[config.mk]
export PLATFORM = sky130hd
export DESIGN_NAME = erai_top
export DESIGN_NICKNAME = d
export VERILOG_FILES = /design/src/erai_pkg.sv /design/src/erai_yellow_det.sv /design/src/erai_casmf_det.sv /design/src/erai_top.sv
export SDC_FILE = /design/constraint.sdc
export NUM_CORES = 1
export LEC_CHECK = 0
export ABC_AREA = 1
export BUFFER_PORTS_ARGS = -buffer_cell sky130_fd_sc_hd__buf_4
export CORE_ASPECT_RATIO = 0.9
export CORE_MARGIN = 5
export CORE_UTILIZATION = 59
export CTS_CLUSTER_SIZE = 16
export DETAILED_ROUTE_END_ITERATION = 7
export PLACE_DENSITY_LB_ADDON = 0.25
export SETUP_SLACK_MARGIN = 0.5
export SYNTH_ARGS = -nofsm -noshare
export SYNTH_HDL_FRONTEND = slang
export SYNTH_SLANG_ARGS = --single-unit
export TNS_END_PERCENT = 1
[constraint.sdc]
create_clock -name sys_clk -period 8 [get_ports sys_clk]
set_input_delay 1.6 -clock sys_clk [delete_from_list [all_inputs] [get_ports sys_clk]]
set_output_delay 1.6 -clock sys_clk [all_outputs]
set_load 0.01 [all_outputs]
[src/erai_pkg.sv]
// constants shared by the e1 receive alarm and event interrupt block
package erai_pkg;
    // register indices; the byte address is four times the index
    localparam logic [11:0] IDX_ALARM_STATUS = 12'hb02;
    localparam logic [11:0] IDX_ALARM_ENABLE = 12'hb03;
    localparam logic [11:0] IDX_FRAMER_STATUS = 12'hb04;
    localparam logic [11:0] IDX_FRAMER_ENABLE = 12'hb05;
    localparam logic [11:0] IDX_FRAMING_CTRL = 12'h010b;
    localparam logic [11:0] IDX_SIG_CHG_FIRST = 12'h010d;
    localparam logic [11:0] IDX_SIG_CHG_LAST = 12'h0110;
    // field positions
    localparam int BIT_YEL_CHG = 0;
    localparam int BIT_AIS_CHG = 1;
    localparam int BIT_YEL_STATE = 7;
    localparam int BIT_SIG_CHG = 5;
    localparam int BIT_NBIT_CHG = 6;
    localparam int BIT_COMFA_CHG = 7;
    localparam int BIT_CAS_ENABLE = 0;
    localparam int CAS_MF_LOSS_THRESHOLD_LSB = 5;
    // writable or settable bits of each register
    localparam logic [7:0] ALARM_MASK = 8'h03;
    localparam logic [7:0] FRAMER_MASK = 8'he0;
    localparam logic [7:0] FRAMING_CTRL_MASK = 8'h61;
    // values after reset
    localparam logic [7:0] ENABLE_RESET = 8'h00;
    localparam logic [7:0] STATUS_RESET = 8'h00;
    localparam logic [7:0] FRAMING_CTRL_RESET = 8'h00;
    // channel counts and alarm timing in frames
    localparam int VOICE_CHANNELS = 30;
    localparam int YEL_CONSEC_FRAMES = 2;
    typedef enum logic [1:0] {ERAI_MF_ALIGNED = 2'b00, ERAI_MF_LOST = 2'b01} erai_mf_state_t;
endpackage : erai_pkg

[src/erai_yellow_det.sv]
// remote alarm detector over consecutive non-fas frames
`timescale 1ns/1ps
module erai_yellow_det
    import erai_pkg::*;
(
    input wire logic clk,
    input wire logic rst_n,
    input wire logic nfas_strobe,
    input wire logic remote_bit,
    output logic yellow
);
    logic prev_bit;

    always_ff @(posedge clk or negedge rst_n) begin
        if (!rst_n) begin
            prev_bit <= 1'b0;
        end else if (nfas_strobe) begin
            prev_bit <= remote_bit;
        end
    end

    always_ff @(posedge clk or negedge rst_n) begin
        if (!rst_n) begin
            yellow <= 1'b0;
        end else if (nfas_strobe && remote_bit == prev_bit) begin
            yellow <= remote_bit;
        end
    end

    yellow_set_a: assert property (@(posedge clk) disable iff (!rst_n)
        (nfas_strobe && remote_bit && prev_bit) |=> yellow)
        else $error("yellow not declared after two alarm frames");
    yellow_clear_a: assert property (@(posedge clk) disable iff (!rst_n)
        (nfas_strobe && !remote_bit && !prev_bit) |=> !yellow)
        else $error("yellow not cleared after two clear frames");
endmodule : erai_yellow_det

[src/erai_casmf_det.sv]
// cas multiframe alignment loss detector
`timescale 1ns/1ps
module erai_casmf_det
    import erai_pkg::*;
(
    input wire logic clk,
    input wire logic rst_n,
    input wire logic mfas_strobe,
    input wire logic mfas_error,
    input wire logic [1:0] threshold,
    output logic loss
);
    erai_mf_state_t state;
    logic [1:0] err_cnt;

    always_ff @(posedge clk or negedge rst_n) begin
        if (!rst_n) begin
            err_cnt <= 2'h0;
        end else if (mfas_strobe) begin
            if (!mfas_error || err_cnt == threshold) begin
                err_cnt <= 2'h0;
            end else begin
                err_cnt <= err_cnt + 2'h1;
            end
        end
    end

    always_ff @(posedge clk or negedge rst_n) begin
        if (!rst_n) begin
            state <= ERAI_MF_ALIGNED;
        end else if (mfas_strobe) begin
            case (state)
                ERAI_MF_ALIGNED: begin
                    if (mfas_error && err_cnt == threshold) begin
                        state <= ERAI_MF_LOST;
                    end
                end
                ERAI_MF_LOST: begin
                    if (!mfas_error) begin
                        state <= ERAI_MF_ALIGNED;
                    end
                end
                default: begin
                    state <= ERAI_MF_ALIGNED;
                end
            endcase
        end
    end

    assign loss = (state == ERAI_MF_LOST);

    casmf_declare_a: assert property (@(posedge clk) disable iff (!rst_n)
        (mfas_strobe && mfas_error && err_cnt == threshold) |=> loss)
        else $error("mf loss not declared at threshold");
endmodule : erai_casmf_det

[src/erai_top.sv]
// Contract
// - ais change raises interrupt when enabled
// - yellow change raises interrupt when enabled
// - enables gate interrupts, reset to zero
// - status bits sticky, cleared by read
// - mf alignment loss change sets bit seven
// - mf loss after programmed errored count
// - cas flags only active with cas
// - national bit change sets bit six
// - signaling change sets bit five
// - per channel signaling change registers
// - yellow after two equal non-fas frames
//
// Local design decision: the AHB-Lite register port.
`timescale 1ns/1ps
module erai_top
    import erai_pkg::*;
(
    input wire logic sys_clk,
    input wire logic arst_n,
    input wire logic hsel,
    input wire logic [31:0] haddr,
    input wire logic [1:0] htrans,
    input wire logic hwrite,
    input wire logic [2:0] hsize,
    input wire logic [31:0] hwdata,
    input wire logic hready,
    output logic [31:0] hrdata,
    output logic hreadyout,
    output logic hresp,
    input wire logic ais_state,
    input wire logic nfas_strobe,
    input wire logic remote_bit,
    input wire logic [4:0] national_bits,
    input wire logic mfas_strobe,
    input wire logic mfas_error,
    input wire logic sig_strobe,
    input wire logic [4:0] sig_channel,
    input wire logic [3:0] sig_abcd,
    output logic irq,
    output logic yellow_alarm
);
    ////////////////////////////////////////////////////////////////////////////
    logic rst_meta;
    logic rst_n;

    always_ff @(posedge sys_clk or negedge arst_n) begin
        if (!arst_n) begin
            rst_meta <= 1'b0;
            rst_n <= 1'b0;
        end else begin
            rst_meta <= 1'b1;
            rst_n <= rst_meta;
        end
    end

    ////////////////////////////////////////////////////////////////////////////
    logic yellow;
    logic yellow_d;
    logic ais_d;
    logic cas_loss;
    logic cas_loss_d;
    logic [7:0] alarm_en;
    logic [7:0] framer_en;
    logic [7:0] framing_ctrl;
    logic [7:0] alarm_status;
    logic [7:0] framer_status;
    logic [31:0] sig_chg;
    logic [3:0] sig_mem [VOICE_CHANNELS];
    logic [4:0] nb_prev;
    logic nb_valid;
    logic cas_enable;

    assign cas_enable = framing_ctrl[BIT_CAS_ENABLE];

    erai_yellow_det u_yellow (
        .clk(sys_clk),
        .rst_n(rst_n),
        .nfas_strobe(nfas_strobe),
        .remote_bit(remote_bit),
        .yellow(yellow)
    );

    erai_casmf_det u_casmf (
        .clk(sys_clk),
        .rst_n(rst_n),
        .mfas_strobe(mfas_strobe),
        .mfas_error(mfas_error),
        .threshold(framing_ctrl[CAS_MF_LOSS_THRESHOLD_LSB +: 2]),
        .loss(cas_loss)
    );

    ////////////////////////////////////////////////////////////////////////////
    // bus slave: address phase captured, data phase one cycle, no wait states
    logic take;
    logic [11:0] idx;
    logic wr_pend;
    logic [11:0] wr_idx;
    logic rd_alarm;
    logic rd_framer;

    assign take = hsel && hready && htrans[1];
    assign idx = haddr[13:2];
    assign rd_alarm = take && !hwrite && idx == IDX_ALARM_STATUS;
    assign rd_framer = take && !hwrite && idx == IDX_FRAMER_STATUS;

    function automatic logic is_wr(input logic [11:0] target);
        is_wr = wr_pend && wr_idx == target;
    endfunction : is_wr

    function automatic logic [31:0] read_word(input logic [11:0] a);
        read_word = 32'h0000_0000;
        case (a)
            IDX_ALARM_STATUS: read_word[7:0] = alarm_status;
            IDX_ALARM_ENABLE: read_word[7:0] = alarm_en | {yellow, 7'h00};
            IDX_FRAMER_STATUS: read_word[7:0] = framer_status;
            IDX_FRAMER_ENABLE: read_word[7:0] = framer_en;
            IDX_FRAMING_CTRL: read_word[7:0] = framing_ctrl;
            default: begin
                if (a >= IDX_SIG_CHG_FIRST && a <= IDX_SIG_CHG_LAST) begin
                    read_word[7:0] = sig_chg[{a[1:0] - 2'h1, 3'h0} +: 8];
                end
            end
        endcase
    endfunction : read_word

    always_ff @(posedge sys_clk or negedge rst_n) begin
        if (!rst_n) begin
            wr_pend <= 1'b0;
            wr_idx <= 12'h000;
        end else begin
            wr_pend <= take && hwrite;
            wr_idx <= idx;
        end
    end

    always_ff @(posedge sys_clk or negedge rst_n) begin
        if (!rst_n) begin
            hrdata <= 32'h0000_0000;
            hreadyout <= 1'b0;
            hresp <= 1'b0;
        end else begin
            hreadyout <= 1'b1;
            hresp <= 1'b0;
            if (take && !hwrite) begin
                hrdata <= read_word(idx);
            end
        end
    end

    ////////////////////////////////////////////////////////////////////////////
    // enables reset to zero
    always_ff @(posedge sys_clk or negedge rst_n) begin
        if (!rst_n) begin
            alarm_en <= ENABLE_RESET;
            framer_en <= ENABLE_RESET;
            framing_ctrl <= FRAMING_CTRL_RESET;
        end else begin
            if (is_wr(IDX_ALARM_ENABLE)) begin
                alarm_en <= hwdata[7:0] & ALARM_MASK;
            end
            if (is_wr(IDX_FRAMER_ENABLE)) begin
                framer_en <= hwdata[7:0] & FRAMER_MASK;
            end
            if (is_wr(IDX_FRAMING_CTRL)) begin
                framing_ctrl <= hwdata[7:0] & FRAMING_CTRL_MASK;
            end
        end
    end

    ////////////////////////////////////////////////////////////////////////////
    // event detection
    logic sig_event;
    logic [VOICE_CHANNELS-1:0] sig_hit;
    logic [VOICE_CHANNELS-1:0] sig_clr;
    logic nb_event;

    always_ff @(posedge sys_clk or negedge rst_n) begin
        if (!rst_n) begin
            yellow_d <= 1'b0;
            ais_d <= 1'b0;
            cas_loss_d <= 1'b0;
            yellow_alarm <= 1'b0;
        end else begin
            yellow_d <= yellow;
            ais_d <= ais_state;
            cas_loss_d <= cas_loss;
            yellow_alarm <= yellow;
        end
    end

    assign nb_event = nfas_strobe && nb_valid && national_bits != nb_prev;

    always_ff @(posedge sys_clk or negedge rst_n) begin
        if (!rst_n) begin
            nb_prev <= 5'h00;
            nb_valid <= 1'b0;
        end else if (nfas_strobe) begin
            nb_prev <= national_bits;
            nb_valid <= 1'b1;
        end
    end

    always_ff @(posedge sys_clk or negedge rst_n) begin
        if (!rst_n) begin
            for (int i = 0; i < VOICE_CHANNELS; i++) begin
                sig_mem[i] <= 4'h0;
            end
        end else if (sig_strobe && sig_channel < 5'(VOICE_CHANNELS)) begin
            sig_mem[sig_channel] <= sig_abcd;
        end
    end

    // per channel change bits, set wins over read clear
    genvar ch;
    generate
        for (ch = 0; ch < VOICE_CHANNELS; ch++) begin : g_sig
            assign sig_hit[ch] = cas_enable && sig_strobe && sig_channel == 5'(ch) && sig_abcd != sig_mem[ch];
            assign sig_clr[ch] = take && !hwrite && idx == IDX_SIG_CHG_FIRST + 12'(ch / 8);
        end
    endgenerate

    always_ff @(posedge sys_clk or negedge rst_n) begin
        if (!rst_n) begin
            sig_chg <= 32'h0000_0000;
        end else begin
            sig_chg <= {{(32-VOICE_CHANNELS){1'b0}}, (sig_chg[VOICE_CHANNELS-1:0] & ~sig_clr) | sig_hit};
        end
    end

    assign sig_event = |sig_hit;

    ////////////////////////////////////////////////////////////////////////////
    logic [7:0] alarm_set;
    logic [7:0] framer_set;
    logic [7:0] alarm_clr;
    logic [7:0] framer_clr;

    always_comb begin
        alarm_set = 8'h00;
        framer_set = 8'h00;
        alarm_set[BIT_AIS_CHG] = ais_state != ais_d;
        alarm_set[BIT_YEL_CHG] = yellow != yellow_d;
        framer_set[BIT_COMFA_CHG] = cas_enable && cas_loss != cas_loss_d;
        framer_set[BIT_NBIT_CHG] = nb_event;
        framer_set[BIT_SIG_CHG] = sig_event;
        alarm_clr = (rd_alarm ? 8'hff : 8'h00) | (is_wr(IDX_ALARM_STATUS) ? hwdata[7:0] : 8'h00);
        framer_clr = (rd_framer ? 8'hff : 8'h00) | (is_wr(IDX_FRAMER_STATUS) ? hwdata[7:0] : 8'h00);
    end

    always_ff @(posedge sys_clk or negedge rst_n) begin
        if (!rst_n) begin
            alarm_status <= STATUS_RESET;
            framer_status <= STATUS_RESET;
        end else begin
            alarm_status <= ((alarm_status & ~alarm_clr) | alarm_set) & ALARM_MASK;
            framer_status <= ((framer_status & ~framer_clr) | framer_set) & FRAMER_MASK;
        end
    end

    always_ff @(posedge sys_clk or negedge rst_n) begin
        if (!rst_n) begin
            irq <= 1'b0;
        end else begin
            irq <= |(alarm_status & alarm_en) || |(framer_status & framer_en);
        end
    end

    ////////////////////////////////////////////////////////////////////////////
    ais_change_a: assert property (@(posedge sys_clk) disable iff (!rst_n)
        $changed(ais_state) |=> alarm_status[BIT_AIS_CHG])
        else $error("ais change not flagged");
    yel_change_a: assert property (@(posedge sys_clk) disable iff (!rst_n)
        (yellow != yellow_d) |=> alarm_status[BIT_YEL_CHG])
        else $error("yellow change not flagged");
    irq_gate_a: assert property (@(posedge sys_clk) disable iff (!rst_n)
        irq |-> $past(|(alarm_status & alarm_en) || |(framer_status & framer_en)))
        else $error("irq without enabled pending bit");
    read_clear_a: assert property (@(posedge sys_clk) disable iff (!rst_n)
        (rd_alarm && ais_state == ais_d && yellow == yellow_d) |=> alarm_status == 8'h00)
        else $error("alarm status not cleared by read");
    comfa_flag_a: assert property (@(posedge sys_clk) disable iff (!rst_n)
        (cas_enable && cas_loss != cas_loss_d) |=> framer_status[BIT_COMFA_CHG])
        else $error("mf alignment change not flagged");
    cas_gate_a: assert property (@(posedge sys_clk) disable iff (!rst_n)
        $rose(framer_status[BIT_SIG_CHG]) |-> $past(cas_enable))
        else $error("signaling flag set without cas");
    nbit_flag_a: assert property (@(posedge sys_clk) disable iff (!rst_n)
        nb_event |=> framer_status[BIT_NBIT_CHG])
        else $error("national bit change not flagged");
    sig_flag_a: assert property (@(posedge sys_clk) disable iff (!rst_n)
        sig_event |=> framer_status[BIT_SIG_CHG] && sig_chg[$past(sig_channel)])
        else $error("signaling change not flagged");
    irq_raise_a: assert property (@(posedge sys_clk) disable iff (!rst_n)
        (|(alarm_status & alarm_en)) |=> irq)
        else $error("irq not raised for enabled pending bit");

    irq_seen_c: cover property (@(posedge sys_clk) disable iff (!rst_n) $rose(irq));
    read_clear_c: cover property (@(posedge sys_clk) disable iff (!rst_n) rd_framer && framer_status != 8'h00);
    sig_seen_c: cover property (@(posedge sys_clk) disable iff (!rst_n) sig_event);
endmodule : erai_top

==> summary.txt <==
outcome = complete, no violations
num ports = 130
minimum clock period = 3280 ps
GR Util met2 = 40.2%
most used routing layer = met2
first-pass GRT wire length = 42,900 µm
post-synthesis compound-gate area fraction = 9.92%
cts repair resizes = 0
xor and xnor area share after synthesis = 5.51%
floorplan row count = 47
Remaining DRCs = 0
Setup Crit Path Kind = input pin to flip-flop
RSZ-0062 raised after global routing = no
Max H-tree Level = 1
Post-Route WL = 25,700 µm
Max Clock Freq = 0.305 GHz
main combinational cell family by area after synthesis = simple AND/OR/NAND/NOR gates
CP required = 8440 ps
via count = 9,063
Chip Height = 138 µm
commonest non-fill, non-tap cell in the layout = nand2_1
Critical path origin = haddr[2]
Final Max Tran Viols = 0
Placer Congestion = 0.969
gr usage total = 24.3%
CP endpoint = hrdata[7]
Post-CTS Setup Inserts = 0
DP Cell Count = 1,691
final std cells w/o fill = 1,729
Post-CTS Hold Buffers = 0
Worst slew margin = 25.2%
Post-Synth Adder-Cell Area = 0.579%
Congestion Overflow GR = 0
Synth Instances = 1,434
post-route setup slack = 4720 ps
Final ANT Viol Nets = 0
share of cells above drive strength 1 = 8.49%
Die ar. = 0.0211 mm²
final setup fails = 0
met1 global-route usage = 33.8%
vias in the first global route = 8,618
Seq. cell area = 0.00506 mm²
maximum root-to-sink buffer count = 3
port bufs = 53
fin area = 0.0119 mm²
Setup Skew = 11.9 ps
Layout area overhead = 10.5%
Inserted Clock Buffers = 22
Initial Utilization = 59.3%
post-synthesis mux area share = 0.104%
Pwr per Cell Area = 224 mW/mm²
R2R Path Start = framing_ctrl[0]
M3 GR Usage = 3.59%
r2r endpoint = framer_status[5]
routed vias/inst = 5.24
dpl ws = 4290 ps
# nets final = 1,569
Fin Hold WS = 356 ps
leakage = 6.08 nW
routed len/inst = 14.8 µm
TritonRoute pass-1 iters = 5
maximum vdd drop = 0.142 mV
total of max-cap violations = 0
die extent in x = 153 µm
post-synthesis simple-gate area fraction = 28.4%
Root Buffer = clkbuf_16
YS warnings = 0
Final Hold Viols = 0
Layout fillers = 1,620
post-synthesis cell type count = 31
synthesized flop and latch total = 202
most used cells in the layout excluding fill and tap cells = nand2_1 (505), dfrtp_1 (201), o21ai_0 (162)
Clk Latency, worst-skew pair = 510 ps
initial antenna violation count = 0
largest net degree at the start of global routing = 78
startpoint types = input pin
final HPWL from detailed placement = 16,500 µm
Ant. Diodes = 0
Sink Count = 202
syn avg cell area = 7.54 µm²
Core Box Area = 0.0182 mm²
CP arrival = 3720 ps
HP Class = flip-flop to flip-flop
CP Capture Type = flip-flop
Worst R2R Setup Slack = 5710 ps
Synth Cell Area = 0.0108 mm²
CTS tree = done
crit share post-route = 41.0%
Area after DPL = 0.0113 mm²
register area share after synthesis = 46.8%
clk slew on worst S/H paths = 60 ps
number of DRC markers in iteration 0 = 760
Multi-input gate area = 0.00491 mm²
R2R cell count = 8
setup TNS after final layout = 0 ps
CP max FO = 21
slew of the pin with the lowest slew margin = 1120 ps
[per-layer routing]
| metal | up-vias | routed length, µm | part of all wire, % |
|---|---|---|---|
| met5 | - | 0 | 0 |
| met4 | 0 | 661 | 2.6 |
| met3 | 39 | 1710 | 6.6 |
| met2 | 291 | 12000 | 47 |
| met1 | 4229 | 11300 | 44 |
| li1 | 4504 | - | - |
[per-stage QoR]
stage | power, mW | util (%)
4_1_cts | 2.68 | 65.5
6_report | 2.67 | 65.5
3_3_place_gp | 1.69 | 61.7
3_5_place_dp | 1.71 | 61.7
5_1_grt | 2.82 | 65.5
2_1_floorplan | 1.60 | -
[cells in the mapped netlist, drive strengths merged]
library cell / number / share of area (%)
clkinv: 1 / 0.035
xnor2: 7 / 0.57
nor2: 136 / 4.8
buf: 44 / 2.8
dfrtp: 202 / 47
ha: 5 / 0.58
o21a: 4 / 0.28
conb: 2 / 0.069
nor3: 17 / 1.5
clkbuf: 29 / 1.0
mux2: 1 / 0.10
o211ai: 4 / 0.28
nand2: 506 / 18
or2: 1 / 0.058
a21oi: 20 / 1.0
o21ai: 180 / 8.3
nand3: 60 / 3.6
nor4: 1 / 0.058
xor2: 61 / 4.9
nand3b: 2 / 0.14
nand4: 12 / 0.69
inv: 139 / 4.8
[worst min path at each step]
stage | start | end | slack [ps] | cells past startpoint
after floorplan | rst_meta | rst_n | 330 | 0
after global placement | rst_meta | rst_n | 340 | 0
after detailed placement | rst_meta | rst_n | 340 | 0
after CTS | rst_meta | rst_n | 360 | 0
after global routing | rst_meta | rst_n | 380 | 0
final | rst_meta | rst_n | 360 | 0
[state kept, by name, indices dropped and copies added, names as in the netlist]
| register | flops |
|---|---|
| rst_meta | 1 |
| alarm_status | 2 |
| framing_ctrl | 3 |
| u_yellow.yellow | 1 |
| nb_valid | 1 |
| yellow_d | 1 |
| hreadyout | 1 |
| hrdata | 8 |
| wr_idx | 12 |
| sig_chg | 30 |
| nb_prev | 5 |
| u_casmf.err_cnt | 2 |
| framer_status | 3 |
| rst_n | 1 |
| alarm_en | 2 |
| wr_pend | 1 |
| cas_loss_d | 1 |
| u_casmf.state | 1 |
| sig_mem | 120 |
| ais_d | 1 |
| irq | 1 |
| u_yellow.prev_bit | 1 |
| framer_en | 3 |
[critical path, cell delays in order]
cell and delay (ps):
buf_4 220, inv_1 260, ha_1 530, clkinv_1 310, a21oi_1 200, o21ai_0 110, o21ai_0 110, nand3_1 110
nand2_1 130, nand2_1 70, nand2_1 60
[report_power, final]
part           internal (mW)  switching, mW  leakage [nW]
clock                  0.572          0.403         0.333
sequential              1.16          0.103          2.42
combinational          0.174          0.258          3.32
total                   1.91          0.764          6.08
[kinds of logic (layout without fill, tap and decap cells)]
group                      count (synthesis)  in the layout
and+or+nand+nor                          735            735
buffers and inverters                    213            238
AOI/OAI and AO/OA                        208            208
DFF                                      202            202
xor gates and xnor gates                  68             68
adders and majority gates                  5              5
other                                      2             27
muxes                                      1              1
[cell type report]
type                            instances  share of cell area, %
Clock buffer                           36                   5.65
Multi-Input combinational cell       1044                   41.1
Timing Repair Buffer                   60                   3.77
Sequential cell                       202                   42.4
Clock inverter                          2                  0.105
Inverter                              140                   4.40
Tap cell                              245                   2.57
(Power assumes the default switching activity.)
